File: config.mk
export PLATFORM = sky130hd
export DESIGN_NAME = spm_port
export DESIGN_NICKNAME = d
export VERILOG_FILES = /design/src/core/spm_sync.v /design/src/core/spm_port.v
export VERILOG_INCLUDE_DIRS = /design/src /design/src/core
export SDC_FILE = /design/constraint.sdc
export NUM_CORES = 1
export LEC_CHECK = 0
export BUFFER_PORTS_ARGS = -buffer_cell sky130_fd_sc_hd__buf_2
export CAP_MARGIN = 25
export CORE_AREA = 4 4 168 170
export CTS_CLUSTER_SIZE = 24
export DETAILED_ROUTE_END_ITERATION = 6
export DIE_AREA = 0 0 172 174
export PLACE_DENSITY_LB_ADDON = 0.15
export SYNTH_ARGS = -nofsm -noshare
export SYNTH_HDL_FRONTEND = slang
export SYNTH_SLANG_ARGS = --single-unit
File: constraint.sdc
create_clock -name clock -period 4.8 [get_ports clock]
set_input_delay 0 -clock clock [delete_from_list [all_inputs] [get_ports clock]]
set_output_delay 0 -clock clock [all_outputs]
set_load 0.02 [all_outputs]
File: src/core/spm_map.vh
// Constants for the serial persistent memory port: opcodes, lane modes, timing
`ifndef SPM_MAP_VH
`define SPM_MAP_VH

// Clock rate of the block in MHz
`define SPM_CLK_MHZ         100

// Times in microseconds
`define SPM_PU_WAIT_US      250
`define SPM_DEEP_ENTRY_US   3
`define SPM_DEEP_EXIT_US    400
`define SPM_HIB_ENTRY_US    3
`define SPM_HIB_EXIT_US     450

// Instruction register
`define SPM_IR_WIDTH        8
`define SPM_OP_READ         8'h03
`define SPM_OP_WRITE        8'h02
`define SPM_OP_READ_AUG     8'h4b
`define SPM_OP_WRITE_AUG    8'h42
`define SPM_OP_DEEP_SLEEP   8'hb9
`define SPM_OP_HIBERNATE    8'hba

// Lane modes, command-address-data
`define SPM_MODE_111        3'h0
`define SPM_MODE_112        3'h1
`define SPM_MODE_122        3'h2
`define SPM_MODE_222        3'h3
`define SPM_MODE_114        3'h4
`define SPM_MODE_144        3'h5
`define SPM_MODE_444        3'h6

// Mode byte upper nibbles
`define SPM_XIP_ON_NIB      4'ha
`define SPM_XIP_OFF_NIB     4'hf

// Address maps
`define SPM_ADDR_BYTES      2'h3
`define SPM_MAIN_HI_LSB     21
`define SPM_AUG_HI_LSB      8
`define SPM_AUG_SECT_LSB    5
`define SPM_PROT_BASE_SHIFT 14

`endif

File: src/core/spm_sync.v
// Two-flop synchroniser for the serial pins
`timescale 1ns/100ps
module spm_sync
(
  // Clock and reset
  input  wire       clock,
  input  wire       rst,
  // Asynchronous pins and their synchronised copies
  input  wire [6:0] pin_in,
  output wire [6:0] pin_sync
);

  reg [6:0] meta_r;
  reg [6:0] sync_r;

  genvar i;
  generate
    for (i = 0; i < 7; i = i + 1)
    begin : g_bit
      // Idle high so chip select starts deselected
      always @(posedge clock or posedge rst)
      begin
        if (rst)
        begin
          meta_r[i] <= 1'b1;
          sync_r[i] <= 1'b1;
        end
        else
        begin
          meta_r[i] <= pin_in[i];
          sync_r[i] <= meta_r[i];
        end
      end
    end
  endgenerate

  assign pin_sync = sync_r;

endmodule

File: src/core/spm_port.v
// Serial front end of a persistent memory: lanes, instruction decode, power states
//
// How it works
// - Chip select low selects the device; only then is the serial bus obeyed.
// - After deselect, stay active until the array reports no operation busy.
// - Each transaction outside command-free access starts with an opcode shifted into an 8-bit instruction register.
// - Single-lane mode uses the input lane; dual uses lanes 0-1, quad 0-3.
// - Command, address and data phases each use the lane count of the mode.
// - Seven lane modes; 1-1-1 reads out on lane 1, others share lanes.
// - Command, address and input data are sampled on rising serial clock edges.
// - Read data is launched on falling edges, starting on a falling edge.
// - Mode byte after the address: upper nibble A enables, F disables command-free access.
// - With command-free access on, transactions start at the address with the last command.
// - Register writes are blocked by the pin scheme or the status-bit scheme; array writes ignore the pin.
// - A separate 256-byte augmented array is addressed apart from the main array.
// - Deep sleep and hibernate keep array contents and all configuration.
// - After power-up completes the device is in standby with nothing pending.
// - Deep sleep reached within 3 us; exit takes up to 400 us.
// - Hibernate reached within 3 us; exit takes up to 450 us.
// - Main addresses are 24 bits; bits 23-21 zero, 20-0 select the byte.
// - Augmented addresses have bits 23-8 zero; bits 7-5 select a 32-byte section.
// - Each augmented section can be write protected; writes into it are rejected.
// - Deselected device ignores inputs and floats outputs; a select edge is needed after power-up.
// - Clock modes 0 and 3 only, single data rate.
`timescale 1ns/100ps
`include "spm_map.vh"
module spm_port
#(
  parameter [15:0] PU_WAIT_CYC  = `SPM_PU_WAIT_US * `SPM_CLK_MHZ,
  parameter [15:0] DEEP_EXIT_CYC = `SPM_DEEP_EXIT_US * `SPM_CLK_MHZ,
  parameter [15:0] HIB_EXIT_CYC  = `SPM_HIB_EXIT_US * `SPM_CLK_MHZ
)
(
  // Clock and reset
  input  wire        clock,
  input  wire        rst,
  // Serial pins
  input  wire        spi_cs_n,
  input  wire        spi_sck,
  input  wire [3:0]  spi_io_in,
  output wire [3:0]  spi_io_out,
  output wire [3:0]  spi_io_oe_n,
  input  wire        spi_wp_n,
  // Configuration from the register block
  input  wire [2:0]  lane_mode,
  input  wire        wr_enable,
  input  wire        wp_pin_en,
  input  wire        prot_bottom,
  input  wire [2:0]  prot_blocks,
  input  wire        aug_lock,
  input  wire [7:0]  aug_sect_prot,
  // Array access
  output wire        mem_rd,
  output wire        mem_wr,
  output wire        mem_aug,
  output wire [23:0] mem_addr,
  output wire [7:0]  mem_wdata,
  input  wire [7:0]  mem_rdata,
  input  wire        mem_busy,
  // Status
  output wire [2:0]  pwr_state,
  output wire        dev_active,
  output wire        reg_wr_allowed,
  output wire        xip_on,
  output wire        wr_rejected
);

  localparam [15:0] DEEP_ENTRY_CYC = `SPM_DEEP_ENTRY_US * `SPM_CLK_MHZ;
  localparam [15:0] HIB_ENTRY_CYC  = `SPM_HIB_ENTRY_US * `SPM_CLK_MHZ;

  // Power states
  localparam [2:0] P_PWRUP   = 3'h0;
  localparam [2:0] P_STANDBY = 3'h1;
  localparam [2:0] P_ACTIVE  = 3'h2;
  localparam [2:0] P_ENT_DPD = 3'h3;
  localparam [2:0] P_DEEP    = 3'h4;
  localparam [2:0] P_ENT_HIB = 3'h5;
  localparam [2:0] P_HIB     = 3'h6;
  localparam [2:0] P_EXIT    = 3'h7;

  // Transaction states
  localparam [2:0] T_IDLE  = 3'h0;
  localparam [2:0] T_CMD   = 3'h1;
  localparam [2:0] T_ADDR  = 3'h2;
  localparam [2:0] T_MODE  = 3'h3;
  localparam [2:0] T_WDATA = 3'h4;
  localparam [2:0] T_RDATA = 3'h5;
  localparam [2:0] T_DONE  = 3'h6;

  localparam [1:0] PH_CMD  = 2'h0;
  localparam [1:0] PH_ADDR = 2'h1;
  localparam [1:0] PH_DATA = 2'h2;

  // Lane count of a phase under a lane mode
  function [2:0] lanes;
    input [2:0] mode;
    input [1:0] ph;
    begin
      case (mode)
        `SPM_MODE_112: lanes = (ph == PH_DATA) ? 3'h2 : 3'h1;
        `SPM_MODE_122: lanes = (ph == PH_CMD) ? 3'h1 : 3'h2;
        `SPM_MODE_222: lanes = 3'h2;
        `SPM_MODE_114: lanes = (ph == PH_DATA) ? 3'h4 : 3'h1;
        `SPM_MODE_144: lanes = (ph == PH_CMD) ? 3'h1 : 3'h4;
        `SPM_MODE_444: lanes = 3'h4;
        default:       lanes = 3'h1;
      endcase
    end
  endfunction

  // Shift lane bits into a byte, most significant first
  function [7:0] shift_in;
    input [7:0] sh;
    input [2:0] w;
    input [3:0] io;
    begin
      if (w == 3'h4)
        shift_in = {sh[3:0], io[3:0]};
      else if (w == 3'h2)
        shift_in = {sh[5:0], io[1:0]};
      else
        shift_in = {sh[6:0], io[0]};
    end
  endfunction

  // Block protection of the main array
  function main_prot;
    input [20:0] a;
    input        bottom;
    input [2:0]  bp;
    reg   [21:0] size;
    begin
      size = 22'h1 << (`SPM_PROT_BASE_SHIFT + bp);
      if (bp == 3'h0)
        main_prot = 1'b0;
      else if (bp == 3'h7)
        main_prot = 1'b1;
      else if (bottom)
        main_prot = ({1'b0, a} < size);
      else
        main_prot = ({1'b0, a} >= (22'h200000 - size));
    end
  endfunction

  // Address of the next byte, wrapping inside its array
  function [23:0] next_addr;
    input [23:0] a;
    input        aug;
    begin
      if (aug)
        next_addr = {a[23:8], a[7:0] + 8'h01};
      else
        next_addr = {a[23:21], a[20:0] + 21'h000001};
    end
  endfunction

  wire [6:0] pins_s;
  wire       cs_s;
  wire       sck_s;
  wire [3:0] io_s;
  wire       wp_s;

  spm_sync u_sync
  (
    .clock    (clock),
    .rst      (rst),
    .pin_in   ({spi_wp_n, spi_io_in, spi_sck, spi_cs_n}),
    .pin_sync (pins_s)
  );

  assign cs_s  = pins_s[0];
  assign sck_s = pins_s[1];
  assign io_s  = pins_s[5:2];
  assign wp_s  = pins_s[6];

  reg        cs_d_r;
  reg        sck_d_r;
  reg        armed_r;
  reg [2:0]  pwr_r;
  reg [15:0] tmr_r;
  reg [2:0]  ts_r;
  reg [7:0]  sh_r;
  reg [3:0]  bits_r;
  reg [1:0]  bytes_r;
  reg [7:0]  ir_r;
  reg [7:0]  xip_cmd_r;
  reg        xip_r;
  reg [23:0] addr_r;
  reg        aug_r;
  reg        vld_r;
  reg        rd_r;
  reg        wr_r;
  reg        rej_r;
  reg [7:0]  wdata_r;
  reg [23:0] maddr_r;
  reg        rd_pend_r;
  reg [7:0]  rbuf_r;
  reg [7:0]  osh_r;
  reg [3:0]  obits_r;
  reg [3:0]  out_r;
  reg [3:0]  oe_n_r;
  reg        sleep_deep_r;
  reg        sleep_hib_r;
  reg        regw_r;

  wire       sck_rise = sck_s & ~sck_d_r;
  wire       sck_fall = ~sck_s & sck_d_r;
  wire       cs_fall  = ~cs_s & cs_d_r;
  wire       cs_rise  = cs_s & ~cs_d_r;
  wire       ready    = (pwr_r == P_STANDBY) || (pwr_r == P_ACTIVE);
  wire       in_xfer  = (ts_r != T_IDLE);
  wire [1:0] phase    = (ts_r == T_CMD) ? PH_CMD : ((ts_r == T_ADDR) || (ts_r == T_MODE)) ? PH_ADDR : PH_DATA;
  wire [2:0] w        = lanes(lane_mode, phase);
  wire [7:0] sh_nxt   = shift_in(sh_r, w, io_s);
  wire [3:0] bits_nxt = bits_r + {1'b0, w};
  wire       byte_end = sck_rise && (bits_nxt == 4'h8);
  wire       is_wr    = (ir_r == `SPM_OP_WRITE) || (ir_r == `SPM_OP_WRITE_AUG);
  wire       is_rd    = (ir_r == `SPM_OP_READ) || (ir_r == `SPM_OP_READ_AUG);
  wire [23:0] a_full  = {addr_r[15:0], sh_nxt};
  wire [7:0]  obyte   = (obits_r == 4'h0) ? rbuf_r : osh_r;
  wire       a_vld    = aug_r ? (addr_r[23:`SPM_AUG_HI_LSB] == 16'h0000)
                              : (addr_r[23:`SPM_MAIN_HI_LSB] == 3'h0);
  wire       wr_block = ~wr_enable
                        | (aug_r ? (aug_lock | aug_sect_prot[addr_r[7:`SPM_AUG_SECT_LSB]])
                                 : main_prot(addr_r[20:0], prot_bottom, prot_blocks));

  // Chip select and serial clock edge detection
  always @(posedge clock or posedge rst)
  begin
    if (rst)
    begin
      cs_d_r  <= 1'b1;
      sck_d_r <= 1'b1;
    end
    else
    begin
      cs_d_r  <= cs_s;
      sck_d_r <= sck_s;
    end
  end

  // Power state machine
  always @(posedge clock or posedge rst)
  begin
    if (rst)
    begin
      pwr_r   <= P_PWRUP;
      tmr_r   <= PU_WAIT_CYC;
      armed_r <= 1'b0;
    end
    else
    begin
      if (cs_s && ready)
        armed_r <= 1'b1;
      case (pwr_r)
        P_PWRUP:
          if (tmr_r <= 16'h0001)
            pwr_r <= P_STANDBY;
          else
            tmr_r <= tmr_r - 16'h0001;
        P_STANDBY:
          if (~cs_s && armed_r)
            pwr_r <= P_ACTIVE;
        P_ACTIVE:
          if (cs_s && ~mem_busy)
          begin
            if (sleep_deep_r)
            begin
              pwr_r <= P_ENT_DPD;
              tmr_r <= DEEP_ENTRY_CYC;
            end
            else if (sleep_hib_r)
            begin
              pwr_r <= P_ENT_HIB;
              tmr_r <= HIB_ENTRY_CYC;
            end
            else
              pwr_r <= P_STANDBY;
          end
        P_ENT_DPD, P_ENT_HIB:
          if (tmr_r <= 16'h0001)
            pwr_r <= (pwr_r == P_ENT_DPD) ? P_DEEP : P_HIB;
          else
            tmr_r <= tmr_r - 16'h0001;
        P_DEEP, P_HIB:
          if (cs_fall)
          begin
            pwr_r <= P_EXIT;
            tmr_r <= (pwr_r == P_DEEP) ? DEEP_EXIT_CYC : HIB_EXIT_CYC;
          end
        default:
          if (tmr_r <= 16'h0001)
            pwr_r <= P_STANDBY;
          else
            tmr_r <= tmr_r - 16'h0001;
      endcase
    end
  end

  // Transaction engine; config kept in low power
  always @(posedge clock or posedge rst)
  begin
    if (rst)
    begin
      ts_r         <= T_IDLE;
      sh_r         <= 8'h00;
      bits_r       <= 4'h0;
      bytes_r      <= 2'h0;
      ir_r         <= 8'h00;
      xip_cmd_r    <= 8'h00;
      xip_r        <= 1'b0;
      addr_r       <= 24'h000000;
      aug_r        <= 1'b0;
      vld_r        <= 1'b0;
      rd_r         <= 1'b0;
      wr_r         <= 1'b0;
      rej_r        <= 1'b0;
      wdata_r      <= 8'h00;
      maddr_r      <= 24'h000000;
      rd_pend_r    <= 1'b0;
      rbuf_r       <= 8'h00;
      osh_r        <= 8'h00;
      obits_r      <= 4'h0;
      out_r        <= 4'h0;
      oe_n_r       <= 4'hf;
      sleep_deep_r <= 1'b0;
      sleep_hib_r  <= 1'b0;
    end
    else
    begin
      rd_r      <= 1'b0;
      wr_r      <= 1'b0;
      rej_r     <= 1'b0;
      rd_pend_r <= rd_r;
      if (rd_pend_r)
        rbuf_r <= vld_r ? mem_rdata : 8'h00;
      if (~ready)
      begin
        sleep_deep_r <= 1'b0;
        sleep_hib_r  <= 1'b0;
      end
      if (cs_rise || cs_s)
      begin
        // Partial bytes drop; nothing committed
        ts_r   <= T_IDLE;
        oe_n_r <= 4'hf;
        if (cs_rise && (ts_r == T_DONE))
        begin
          sleep_deep_r <= (ir_r == `SPM_OP_DEEP_SLEEP);
          sleep_hib_r  <= (ir_r == `SPM_OP_HIBERNATE);
        end
      end
      else if (cs_fall && ready && armed_r)
      begin
        bits_r  <= 4'h0;
        bytes_r <= 2'h0;
        obits_r <= 4'h0;
        if (xip_r)
        begin
          ir_r  <= xip_cmd_r;
          aug_r <= (xip_cmd_r == `SPM_OP_READ_AUG) || (xip_cmd_r == `SPM_OP_WRITE_AUG);
          ts_r  <= T_ADDR;
        end
        else
          ts_r <= T_CMD;
      end
      else if (in_xfer && sck_rise && (ts_r != T_RDATA) && (ts_r != T_DONE))
      begin
        sh_r   <= sh_nxt;
        bits_r <= byte_end ? 4'h0 : bits_nxt;
        if (byte_end)
        begin
          case (ts_r)
            T_CMD:
            begin
              ir_r <= sh_nxt;
              aug_r <= (sh_nxt == `SPM_OP_READ_AUG) || (sh_nxt == `SPM_OP_WRITE_AUG);
              if ((sh_nxt == `SPM_OP_READ) || (sh_nxt == `SPM_OP_WRITE)
                  || (sh_nxt == `SPM_OP_READ_AUG) || (sh_nxt == `SPM_OP_WRITE_AUG))
                ts_r <= T_ADDR;
              else
                ts_r <= T_DONE;
            end
            T_ADDR:
            begin
              addr_r  <= a_full;
              bytes_r <= bytes_r + 2'h1;
              if (bytes_r == `SPM_ADDR_BYTES - 2'h1)
                ts_r <= T_MODE;
            end
            T_MODE:
            begin
              if (sh_nxt[7:4] == `SPM_XIP_ON_NIB)
              begin
                xip_r     <= 1'b1;
                xip_cmd_r <= ir_r;
              end
              else if (sh_nxt[7:4] == `SPM_XIP_OFF_NIB)
                xip_r <= 1'b0;
              vld_r <= a_vld;
              if (is_rd)
              begin
                rd_r    <= a_vld;
                maddr_r <= addr_r;
                ts_r    <= T_RDATA;
              end
              else
                ts_r <= T_WDATA;
            end
            default:
            begin
              // Commit unless write-disabled, protected or unmapped
              addr_r <= next_addr(addr_r, aug_r);
              if (vld_r && ~wr_block)
              begin
                wr_r    <= 1'b1;
                wdata_r <= sh_nxt;
                maddr_r <= addr_r;
              end
              else
                rej_r <= 1'b1;
            end
          endcase
        end
      end
      else if ((ts_r == T_RDATA) && sck_fall && is_rd)
      begin
        // Byte boundary: fetch the next byte
        if (obits_r == 4'h0)
        begin
          addr_r  <= next_addr(addr_r, aug_r);
          maddr_r <= next_addr(addr_r, aug_r);
          rd_r    <= vld_r;
        end
        osh_r <= obyte << w;
        if (w == 3'h4)
          out_r <= obyte[7:4];
        else if (w == 3'h2)
          out_r <= {2'b00, obyte[7:6]};
        else
          out_r <= {2'b00, obyte[7], 1'b0};
        obits_r <= ((obits_r + {1'b0, w}) == 4'h8) ? 4'h0 : (obits_r + {1'b0, w});
        oe_n_r  <= (w == 3'h4) ? 4'h0 : (w == 3'h2) ? 4'hc : 4'hd;
      end
    end
  end

  // Register write permission, pin and status schemes
  always @(posedge clock or posedge rst)
  begin
    if (rst)
      regw_r <= 1'b0;
    else
      regw_r <= wr_enable & ~(wp_pin_en & ~wp_s);
  end

  assign spi_io_out     = out_r;
  assign spi_io_oe_n    = oe_n_r;
  assign mem_rd         = rd_r;
  assign mem_wr         = wr_r;
  assign mem_aug        = aug_r;
  assign mem_addr       = maddr_r;
  assign mem_wdata      = wdata_r;
  assign pwr_state      = pwr_r;
  assign dev_active     = (pwr_r == P_ACTIVE);
  assign reg_wr_allowed = regw_r;
  assign xip_on         = xip_r;
  assign wr_rejected    = rej_r;

endmodule

[After elaboration in Yosys (flattened, before gate mapping)]
Index checks and enable logic that the tools add are counted.
Storage, ports and cells
  register bits: 162
  output and inout bits: 50
  logic and storage cells: 306
Cells by class
  add/subtract/negate cells: 8
  order comparisons: 4
  eq/ne operators: 54
  shift operators: 2
  multiplexer cells: 111
  bitwise logic cells: 22
  reductions and logical operators: 62
Operator list (number)
  24-bit 2-to-1 mux: 8
  24-bit case mux with 2 select lines: 2
  16-bit 2-to-1 mux: 5
  8-bit 2-to-1 mux: 9
  4-bit 2-to-1 mux: 13
  16-bit case mux with 3 select lines: 1
  3-bit 2-to-1 mux: 15
  1-bit 2-to-1 mux: 42
  8-bit by 7-bit equality test with 1-bit output, second input constant: 5
  3-bit equality test, second input constant: 10
  8-bit by 2-bit equality test with 1-bit output, second input constant: 3
  6-bit AND reduction: 4
  21-bit by 22-bit >= comparator with 1-bit output: 1
  21-bit by 22-bit < comparator with 1-bit output: 1
  1-bit by 5-bit left shift with 22-bit output, first input constant: 1
  22-bit subtractor, first input constant: 1
  21-bit by 1-bit adder with 21-bit output, second input constant: 1
  3-bit by 2-bit equality test with 1-bit output, second input constant: 7
  21-bit 2-to-1 mux: 1
  2-bit 2-to-1 mux: 10
  5-bit AND reduction: 4
  2-bit inequality test, second input constant: 9
  3-bit case mux with 6 select lines: 1
  2-bit nonzero test: 9
  other kinds (39): 100

[Depth between registers and ports, before layout]
Gate-level depths: netlist of run 1.
  depth after elaboration: 20
  gate-level depth with buffers: 15

[By module]
From an unflattened synthesis of run 1, not the netlist that was laid out.
Unflattened totals
  cells, all modules: 996
  area, all modules: 9271.4 µm²
Modules (own cells, without submodules)
  spm_port: times used 1, cells each 981, area each 8899.8 µm²
  spm_sync: times used 1, cells each 15, area each 371.6 µm²

[Worst setup path after synthesis of run 1]
Ideal clock, no wire load.
  kind: flip-flop to flip-flop
  start: register ts_r[0]
  end: register maddr_r[10] (netlist: mem_addr[10])
  setup time: 0.125 ns
  data arrival time: 4.109 ns
  required time: 4.675 ns
  setup slack: 0.567 ns
  stages on the path, launching flop included: 16
  path buffers: 3
  clock period less this slack: 4.233 ns
  path through: dfrtp_1 buf_2 nor2b_1 a32oi_1 o211ai_2 clkbuf_1 ha_1 fa_1 or4b_1 nor3_1 mux2i_1 o22ai_1 and4_1 a21boi_4 buf_6 mux2_2
On the way
  longest elaborated chain between the ends: 12
  elaborated cells on any way between the ends: 36
  classes of those cells: add/sub: 1; eq/ne: 12; mux: 10; reduce/logical: 13
Ends and longest elaborated chain
  from (decl): RTL line spm_port.v:181  | reg [2:0] ts_r;
  from (signal assigned): RTL line spm_port.v:305  | ts_r <= T_IDLE;
  from (signal assigned): RTL line spm_port.v:345  | ts_r <= T_IDLE;
  from (signal assigned): RTL line spm_port.v:362  | ts_r <= T_ADDR;
  3-bit by 2-bit equality test with 1-bit output: RTL line spm_port.v:212, spm_port.v:373
  1-bit logical OR: RTL line spm_port.v:212  | wire [1:0] phase = (ts_r == T_CMD) ? PH_CMD : ((ts_r == T_ADDR) || (ts_r == T_MODE)) ? PH_ADDR : PH_DATA;
  2-bit 2-to-1 mux (2 in series): RTL line spm_port.v:212
  2-bit equality test / 2-bit zero test (equally long branches)
  3-bit 2-to-1 mux, or another cell as far along: RTL line spm_port.v:103  | `SPM_MODE_114: lanes = (ph == PH_DATA) ? 3'h4 : 3'h1;
  3-bit case mux with 6 select lines: RTL line spm_port.v:99  | case (mode)
  4-bit by 3-bit adder with 4-bit output: RTL line spm_port.v:215  | wire [3:0] bits_nxt = bits_r + {1'b0, w};
  4-bit equality test: RTL line spm_port.v:216  | wire byte_end = sck_rise && (bits_nxt == 4'h8);
  1-bit logical AND: RTL line spm_port.v:216
  2-bit inequality test (no line)
  8-bit AND reduction (no line)
  to (signal assigned): RTL line spm_port.v:404  | maddr_r <= addr_r;
  to (signal assigned): RTL line spm_port.v:418  | maddr_r <= addr_r;
  to (signal assigned): RTL line spm_port.v:432  | maddr_r <= next_addr(addr_r, aug_r);
  to (decl): RTL line spm_port.v:195  | reg [23:0] maddr_r;
Parallel ways exist; a longest one is shown, timed or not. The select of a mux whose other input is x is not followed.
A chain may end at the register's enable or synchronous reset.

[Final worst setup path of run 1]
  start: register ts_r[0]
  end: register maddr_r[20] (netlist: mem_addr[20])
The elaborated chain is that of the path after synthesis.

==> results.md, run 1 <==
- Syn Inst Count: 980
- Worst slack, placed: 0.512 ns
- RSZ-0062 raised after global routing: false
- Via count: 7,583
- Pwr per Cell Area: 272 nW/µm²
- DIE AREA: 29,900 µm²
- Met3 wire length: 1.02 mm
- Met2 wire length: 11.4 mm
- Kind of critical path: register to register
- Clock Sinks: 161
- DP HPWL: 18.0 mm
- Worst r2r path cells: 13
- Antenna viol nets, final: 0
- Most used flip-flop cell after synthesis: dfrtp_1
- Worst skew pair latency: 0.44 ns
- Worst Hold Slack: 0.210 ns
- Fmax: 231 MHz
- Gpl congestion: 0.847
- Crit Reg-Reg Endpoint: mem_addr[20]
- Outcome: finished clean
- Via density per instance: 5.31
- CTS Buf Count: 17
- Routed wire length: 25.3 mm
- CTS tree: done
- Required time worst endpoint: 5.11 ns
- Post-Syn Area: 9260 µm²
- Flops & latches, synth: 161
- Layout Cells excl Fill: 1,427
- Post-CTS setup buffers: 0
- Worst Setup End Kind: register
- Vias in the first global route: 7,527
- First-pass GRT wire length: 41.8 mm
- Final Hold Fails: 0
- Die H: 174 µm
- Final Critical Period: 4.33 ns
- Area leader, netlist: dfrtp_1
- CP startpoint kind: register
- Worst-Margin Slew: 1.14 ns
- CP Data Arrival Time: 4.64 ns
- I/O Buffers: 85
- Core area: 26,700 µm²
- Worst-case clock buffer depth: 2
- Period utilization: 0.903
- CTS root buffer: clkbuf_16
- Max Cap Viol: 0
- Top cell type's share of synthesized area: 0.368
- Drt pass-1 iters: 4
- R2R Setup Slk: 0.47 ns
- IO Pins: 86
- Max VDD drop: 0.218 mV
- R2r startpoint: ts_r[0]
- Share of layout cells above drive strength 1: 0.215
- Layout Nets: 1,143
- Wire per inst: 17.7 µm
- GRT Total Usage: 0.175
- HP Class: input pin to register
- Filler Cell Count: 2,698
- Synth cell types: 86
- Max incr delay on CP: 0.53 ns
- Slowest stage cell, crit path: dfrtp_1
- CTS H-tree lvls: 4
- Post-Place Cells: 1,377
- LEAKAGE: 0.00497 µW
- Skew final: 0.0170 ns
- Crit path max fanout: 23
- Hold path cells: 2
- Synthesis warning total: 0
- Highest metal used: met4
- Hold Path Origin: spi_io_in[3]
- Endpoints failing setup: 0
- Max-slew headroom: 0.217
- Initial Util: 0.346
- Residual DRC: 0
- Initial antenna violation count: 1
- Max-slew violations: 0
- Ys async rst share: 1.00
- Setup WS post-layout: 0.467 ns
- Synthesis-to-finish area growth: 16.7%
- Num rows: 60
- Diode count: 0
- Syn avg cell area: 9.44 µm²
- Hold Crit Endpoint: u_sync.meta_r[5]
- Largest cells by area after synthesis: dfrtp_1 37%, dfstp_2 7.1%, nand2_1 5.4%, mux2_2 5.1%, ha_1 4.3%
- Pin count of the biggest net entering global routing: 72
- GR Overflow Total: 0
- Post-synth EDFFs: 0
- Crit-path cells: nor2b_1 -> a32oi_1 -> o211ai_2 -> ha_1 -> fa_1 -> or4b_1 -> nor3_1 -> mux2i_1 -> o22ai_1 -> and4_1 -> a21boi_4 -> buf_4 -> mux2_2
- CTS clk-pin slew, worst paths: 0.07 ns
- Post-synthesis sequential area ratio: 0.439
- Wire length on met1: 12.6 mm
- Post-Route Setup TNS: 0 ns
- DRT iter0 DRCs: 466
- Die W: 172 µm
[how the worst max path moves through the flow]
stage	from	to	slack (ns)	cells past startpoint
floorplan	rst	addr_r[0]	0.49	1
global placement	ts_r[0]	mem_addr[23]	0.59	13
detailed placement	ts_r[1]	mem_addr[3]	0.51	13
CTS	ts_r[1]	mem_addr[20]	0.50	13
global route	ts_r[1]	mem_addr[22]	0.17	13
finish	ts_r[0]	mem_addr[20]	0.47	13
[Yosys cell counts (all sizes together) (5+ instances only)]
library cell and instances:
dfrtp 136, nand2 134, xor2 11, nor4 13, o21a 5, a21oi 57
nor2 84, a22o 6, clkbuf 37, nand3 26, a31oi 12, a2bb2oi 6
nor2b 14, and3 9, or3 10, o21ai 74, o22ai 8, dfstp 25
mux2 50, ha 32, mux2i 19, buf 15, nand4 9, o22a 8
a21o 9, xnor2 20, inv 38, nor3 18, nand2b 12, or4 6
[cell families (layout without fill, tap and decap cells)]
kind of cell,Yosys count,in the layout,share of synthesized area
other cells,1,3,0.000405
xor+xnor,31,31,0.0293
mux,71,71,0.0895
flops,161,161,0.439
buf+inv,90,194,0.0412
simple gates,356,356,0.184
compound gates,236,236,0.169
fa+ha+maj,34,34,0.0476
[metrics by stage]
stage / total power [µW] / util / area, µm²
after CTS: 2980 / 0.404 / 10800
after detailed placement: 1610 / 0.376 / 10100
after global routing: 3070 / 0.404 / 10800
final: 2930 / 0.404 / 10800
after global placement: 1610 / 0.376 / 10000
after floorplan: 1530 / - / 9260
[timing repair]
| item | CTS | global route |
|---|---|---|
| hold endpoints to repair | 76 | 0 |
| gates resized for setup | 0 | 0 |
| hold buffers | 18 | 0 |
[worst max-delay path, delay by kind of cell (launching register included)]
kind,cells,cell delay (ns)
AND/OR/NAND/NOR,4,1.30
buffers and inverters,1,0.33
AO/OA/AOI/OAI,4,0.76
multiplexers,2,0.61
adder cells (fa/ha/maj),2,0.65
flip-flops,1,0.53
[layout by cell type, fill, tap and decap left out, types with 4 or more instances in the layout]
cell and n:
dlygate4sd3_1 18, dfstp_2 25, o22ai_1 8, nand2_1 134
and2_1 4, dfrtp_1 136, a31oi_1 11, o21a_1 5
inv_1 36, o21ai_0 73, nor2_1 84, nor3_1 16
nand2b_1 12, ha_1 32, a21o_1 9, o22a_1 8
o31ai_1 4, mux2_4 8, nor2b_1 14, or3_1 10
or4_1 6, a22o_1 6, a2bb2oi_1 6, nand3_1 25
mux2_2 42, xnor2_1 20, a21oi_1 56, mux2i_1 19
nand4_1 9, buf_4 20, buf_2 85, and3_1 9
nor4_1 11, clkbuf_16 17, xor2_1 11, inv_6 5
[final cells by class]
class                   instances  area [µm²]  area share
multi-input cells             731        4830       0.447
flip-flops and latches        161        4060       0.376
repair buffers                124         767      0.0710
clock buffers                  19         443      0.0410
well taps                     341         427      0.0395
inverters                      38         148      0.0137
clock inverters                13         126      0.0117
[where the power goes]
group | total, µW | internal (µW) | switching, µW | leakage [µW]
Clock | 1340 | 737 | 603 | 0.000273
Sequential | 1390 | 1380 | 15.8 | 0.00198
Combinational | 200 | 71.6 | 129 | 0.00271
Total | 2930 | 2190 | 748 | 0.00497
[registers in the layout, indices dropped and copies added (netlist names), 3 cells and up]
name             flops
spi_io_oe_n          3
tmr_r               16
u_sync.pin_sync      7
osh_r                8
spi_io_out           4
rbuf_r               8
u_sync.meta_r        7
sh_r                 7
pwr_state            3
xip_cmd_r            8
bits_r               4
ir_r                 8
obits_r              4
mem_wdata            8
addr_r              24
ts_r                 3
mem_addr            24
[per-layer routing]
layer | up-vias | GRT usage
met5 | - | 0
met2 | 137 | 0.266
met4 | 0 | 0.0400
met3 | 13 | 0.0343
li1 | 3692 | -
met1 | 3741 | 0.256
Power figures use the tool's default switching activity.
==> run 2, diff against run 1 <==
--- a/config.mk
+++ b/config.mk
@@ -6,6 +6,7 @@
 export SDC_FILE = /design/constraint.sdc
 export NUM_CORES = 1
 export LEC_CHECK = 0
+export ABC_CLOCK_PERIOD_IN_PS = 4800
 export BUFFER_PORTS_ARGS = -buffer_cell sky130_fd_sc_hd__buf_2
 export CAP_MARGIN = 25
 export CORE_AREA = 4 4 168 170
@@ -13,6 +14,7 @@
 export DETAILED_ROUTE_END_ITERATION = 6
 export DIE_AREA = 0 0 172 174
 export PLACE_DENSITY_LB_ADDON = 0.15
+export RECOVER_POWER = 100
 export SYNTH_ARGS = -nofsm -noshare
 export SYNTH_HDL_FRONTEND = slang
 export SYNTH_SLANG_ARGS = --single-unit
==> run 2 against run 1 <==
Net effect:
- the run now ends with capacitance limit, slew limit left
- hold slack about the same
- non-clock buffer count stayed put
- combinational power hardly changed
- global-route usage unchanged
==> results.md, run 2 (synthesis gave the netlist of run 1 again) <==
- Outcome: finished, violations left
- Failing checks: capacitance limit, slew limit
- Post-CTS setup buffers: 0
- Crit path max fanout: 23
- CP startpoint kind: register
- Routed wire length: 25.3 mm
- Fmax: 227 MHz
- Die H: 174 µm
- Layout Cells excl Fill: 1,427
- Worst Hold Slack: 0.210 ns
- Period utilization: 0.917
- Max VDD drop: 0.219 mV
- Sequential Area: 4060 µm²
- Core area: 26,700 µm²
- CTS resizes: 0
- Combinational Power Share: 0.068
- Required time worst endpoint: 5.11 ns
- GR Overflow Total: 0
- Max-slew violations: 72
- LEAKAGE: 0.00472 µW
- Pwr per Cell Area: 275 nW/µm²
- Clock share of power: 0.457
- Clock Sinks: 161
- Worst-Margin Slew: 3.19 ns
- Max-slew headroom: -1.14
- Initial antenna violation count: 1
- Synthesis-to-finish area growth: 15.1%
- Hold-fix buffers at CTS: 18
- P_sw: 745 µW
- CTS tree: done
- Residual DRC: 0
- DRT iter0 DRCs: 462
- DP HPWL: 18.0 mm
- Sw frac: 0.254
- I/O Buffers: 85
- First-pass GRT wire length: 41.8 mm
- CTS H-tree lvls: 4
- Layout Nets: 1,143
- Skew final: 0.0146 ns
- Initial Util: 0.346
- Via density per instance: 5.31
- Worst skew pair latency: 0.44 ns
- Vias in the first global route: 7,527
- Diode count: 0
- GRT Total Usage: 0.175
- Commonest non-fill, non-tap cells in the layout: 136 x dfrtp_1, 134 x nand2_1, 84 x nor2_1, 74 x o21ai_0, 59 x clkbuf_1
- RSZ-0062 raised after global routing: false
- CP Data Arrival Time: 4.71 ns
- Filler Cell Count: 2,738
- Antenna viol nets, final: 0
- Leading cell type in the layout, fill and taps excluded: dfrtp_1
- Final Critical Period: 4.40 ns
- DIE AREA: 29,900 µm²
- Via count: 7,573
- Pin count of the biggest net entering global routing: 72
- CTS root buffer: clkbuf_16
- Post-Place Cells: 1,377
- Kind of critical path: register to register
- IO Pins: 86
- Area occupied by multi-input gates: 4780 µm²
- Drt pass-1 iters: 5
- Num rows: 60
- Endpoints failing setup: 0
- Post-Route Setup TNS: 0 ns
- Share of layout cells above drive strength 1: 0.149
- Gpl congestion: 0.847
- Die W: 172 µm
- Worst Setup End Kind: register
- P_int: 2190 µW
- Worst-case clock buffer depth: 2
- Final Hold Fails: 0
- CTS Buf Count: 17
- HP Class: input pin to register
- Sequential share of power: 0.476
- CTS clk-pin slew, worst paths: 0.07 ns
- Wire per inst: 17.7 µm
- Max Cap Viol: 1
[run 2: changes by cell type in the layout (fill, tap and decap cells not counted), sizes merged]
cell,before,now
clkbuf,19,80
buf,106,45
inv,43,42
clkinvlp,3,4
[run 2: final cells by class]
cell class | instances | share of cell area
clock buffers | 19 | 0.0416
well taps | 341 | 0.0401
clock inverters | 13 | 0.0119
multi-input cells | 731 | 0.449
repair buffers | 124 | 0.0625
flip-flops and latches | 161 | 0.381
inverters | 38 | 0.0135
[run 2: power by group through the flow]
stage	Clock, µW	Combinational, µW	Sequential [µW]
6_report	1340	198	1390
5_1_grt	1450	225	1400
4_1_cts	1390	205	1390
3_5_place_dp	0	193	1420
3_3_place_gp	0	192	1420
2_1_floorplan	0	120	1410
[run 2: worst max-delay path, cell delays in order (launching register included)]
cell and delay (ns):
dfrtp_1 0.55, nor2b_1 0.33, a32oi_1 0.10, o211ai_1 0.23
ha_1 0.22, fa_1 0.44, or4b_1 0.52, nor3_1 0.18
mux2i_1 0.24, o22ai_1 0.29, and4_1 0.28, a21boi_4 0.17
buf_4 0.33, mux2_2 0.37
[run 2: final timing paths]
kind / startpoint / end / slack, ns / cells after the start
max: ts_r[0] / mem_addr[20] / 0.40 / 13
min: spi_io_in[0] / u_sync.meta_r[2] / 0.21 / 2
max reg2reg: ts_r[0] / mem_addr[20] / 0.40 / 13
min reg2reg: u_sync.meta_r[3] / u_sync.pin_sync[3] / 0.36 / 0
max in group asynchronous: rst / rbuf_r[2] / 1.47 / 4
min in group asynchronous: rst / addr_r[16] / 1.02 / 3
[run 2: metal layers]
metal / vias up / routed length [µm] / track usage
met5: - / 0 / 0
met4: 0 / 289 / 0.0400
met3: 16 / 969 / 0.0343
met2: 133 / 11400 / 0.266
met1: 3727 / 12600 / 0.256
li1: 3697 / - / -
[run 2: stage by stage]
step	power [µW]	util	cell area, µm²	setup WS, ns
global route	3070	0.399	10700	0.0892
floorplan	1530	-	9260	0.493
detailed placement	1610	0.376	10100	0.512
CTS	2980	0.404	10800	0.504
global placement	1610	0.376	10000	0.593
finish	2930	0.399	10700	0.400
==> run 3, diff against run 2 <==
--- a/config.mk
+++ b/config.mk
@@ -9,10 +9,10 @@
 export ABC_CLOCK_PERIOD_IN_PS = 4800
 export BUFFER_PORTS_ARGS = -buffer_cell sky130_fd_sc_hd__buf_2
 export CAP_MARGIN = 25
-export CORE_AREA = 4 4 168 170
+export CORE_AREA = 4 4 130 132
 export CTS_CLUSTER_SIZE = 24
 export DETAILED_ROUTE_END_ITERATION = 6
-export DIE_AREA = 0 0 172 174
+export DIE_AREA = 0 0 134 136
 export PLACE_DENSITY_LB_ADDON = 0.15
 export RECOVER_POWER = 100
 export SYNTH_ARGS = -nofsm -noshare
==> constraint.sdc (replaced) <==
create_clock -name clock -period 4.8 [get_ports clock]
set_input_delay 0.96 -clock clock [delete_from_list [all_inputs] [get_ports clock]]
set_output_delay 0.96 -clock clock [all_outputs]
set_load 0.02 [all_outputs]
==> run 3 against run 2 <==
Net effect:
- the flow still finishes with violations (capacitance limit, slew limit)
- routed wire length is 11% lower
- register-to-register slack better by 0.02 ns
- highest routed layer unchanged
- die area is 39% lower
- sequential share of layout area is 0.94 points higher
- hold slack better by 0.15 ns
- first-iteration DRC count is 54% higher
- sequential power hardly changed
==> results.md, run 3 (synthesis gave the netlist of run 1 again) <==
- Met2 wire length: 10.2 mm
- Max Cap Viol: 2
- Wire per inst: 17.5 µm
- Hold-fix buffers at CTS: 0
- IO Pins: 86
- Max-slew violations: 132
- Kind of critical path: register to register
- RSZ-0062 raised after global routing: false
- Antenna viol nets, final: 0
- Worst skew pair latency: 0.44 ns
- CTS tree: done
- CTS H-tree lvls: 4
- Crit-path cells: buf_4 -> or2_1 -> a311o_1 -> inv_2 -> buf_4 -> ha_1 -> a21o_1 -> a21oi_1 -> mux2i_1 -> o22ai_1 -> nand3_1 -> clkbuf_1 -> o21ai_0
- P_int: 2280 µW
- GR Overflow Total: 0
- Num rows: 46
- Pin count of the biggest net entering global routing: 89
- Die W: 134 µm
- Clock share of power: 0.477
- Setup WS post-layout: 0.422 ns
- Fin area: 10,400 µm²
- Combinational Power Share: 0.061
- Drt pass-1 iters: 7
- Period utilization: 0.912
- Sw frac: 0.245
- Initial antenna violation count: 0
- Final Critical Period: 4.38 ns
- Clock Sinks: 161
- Vias in the first global route: 7,290
- LEAKAGE: 0.00469 µW
- Max VDD drop: 0.241 mV
- Worst Setup End Kind: register
- Via count: 7,674
- Outcome: finished, violations left
- Fmax: 228 MHz
- DRT iter0 DRCs: 711
- Max incr delay on CP: 0.70 ns
- HP Class: register to register
- Commonest non-fill, non-tap cells in the layout: 136 x dfrtp_1, 134 x nand2_1, 84 x nor2_1, 74 x o21ai_0, 58 x clkbuf_1
- Required time worst endpoint: 5.05 ns
- Die H: 136 µm
- Post-CTS setup buffers: 0
- DP HPWL: 15.9 mm
- Skew final: 0.0151 ns
- Met3 wire length: 1.61 mm
- Pwr per Cell Area: 290 nW/µm²
- CTS resizes: 0
- Diode count: 0
- Sequential share of power: 0.462
- First-pass GRT wire length: 37.2 mm
- Core area: 15,700 µm²
- Post-Route Setup TNS: 0 ns
- CTS root buffer: clkbuf_16
- Synthesis-to-finish area growth: 12.3%
- Failing checks: capacitance limit, slew limit
- Worst-Margin Slew: 2.28 ns
- Endpoints failing setup: 0
- Final Hold Fails: 0
- DIE AREA: 18,200 µm²
- Gpl congestion: 0.951
- Wire length on met1: 10.1 mm
- CP most frequent cell: buf_4
- Share of layout cells above drive strength 1: 0.154
- Worst-case clock buffer depth: 2
- I/O Buffers: 85
- Highest metal used: met4
- Layout Nets: 1,126
- Slowest stage cell, crit path: clkbuf_1
- Max-slew headroom: -0.520
- Filler Cell Count: 1,340
- Worst slack, placed: 0.184 ns
- CP startpoint kind: register
- CTS clk-pin slew, worst paths: 0.07 ns
- P_sw: 740 µW
- Via density per instance: 5.97
- Residual DRC: 0
- Initial Util: 0.589
- DP Area: 9920 µm²
- CP Data Arrival Time: 4.62 ns
- GRT Total Usage: 0.254
- Leading cell type in the layout, fill and taps excluded: dfrtp_1
- CTS Buf Count: 17
- Crit path max fanout: 20
- Routed wire length: 22.5 mm
-- run 3: metrics by stage --
step / util / std cells / total power [µW] / hold WS, ns
after global routing: 0.662 / 1285 / 3120 / 0.359
after global placement: 0.631 / 1252 / 1600 / 0.346
final: 0.662 / 1285 / 3020 / 0.356
after CTS: 0.671 / 1284 / 3040 / 0.356
after floorplan: - / 982 / 1530 / 0.345
after detailed placement: 0.631 / 1252 / 1600 / 0.347
-- run 3: routing by layer --
layer | global-route usage | vias up
li1 | - | 3662
met1 | 0.366 | 3681
met2 | 0.389 | 287
met3 | 0.0474 | 44
met4 | 0.0886 | 0
met5 | 0 | -
-- run 3: path summary, 6_finish.rpt --
| kind | startpoint | to | slack [ns] | depth (start not counted) |
|---|---|---|---|---|
| setup / recovery | ts_r[1] | addr_r[17] | 0.42 | 13 |
| hold / removal | u_sync.meta_r[5] | u_sync.pin_sync[5] | 0.36 | 0 |
| setup reg to reg | ts_r[1] | addr_r[17] | 0.42 | 13 |
| hold reg to reg | u_sync.meta_r[5] | u_sync.pin_sync[5] | 0.36 | 0 |
| max in group asynchronous | rst | addr_r[19] | 1.26 | 3 |
| min in group asynchronous | rst | reg_wr_allowed | 0.83 | 2 |
-- run 3: critical path: cells and delay by family (launching register included) --
family,cells,cell delay [ns]
compound gates,5,1.29
buf+inv,4,1.19
mux,1,0.59
flops,1,0.45
simple gates,2,0.39
fa+ha+maj,1,0.26
-- run 3: power by group through the flow --
stage	logic [µW]	clock network, µW	registers [µW]
2_1_floorplan	120	0	1410
3_3_place_gp	184	0	1420
3_5_place_dp	187	0	1420
4_1_cts	189	1460	1390
5_1_grt	210	1510	1390
6_report	185	1440	1390
-- run 3: final cells by class --
| class | count | area, µm² | share of cell area |
|---|---|---|---|
| well taps | 216 | 270 | 0.0260 |
| multi-input cells | 731 | 4790 | 0.461 |
| clock inverters | 15 | 200 | 0.0193 |
| inverters | 38 | 144 | 0.0138 |
| clock buffers | 17 | 425 | 0.0409 |
| repair buffers | 107 | 505 | 0.0486 |
| flip-flops and latches | 161 | 4060 | 0.391 |
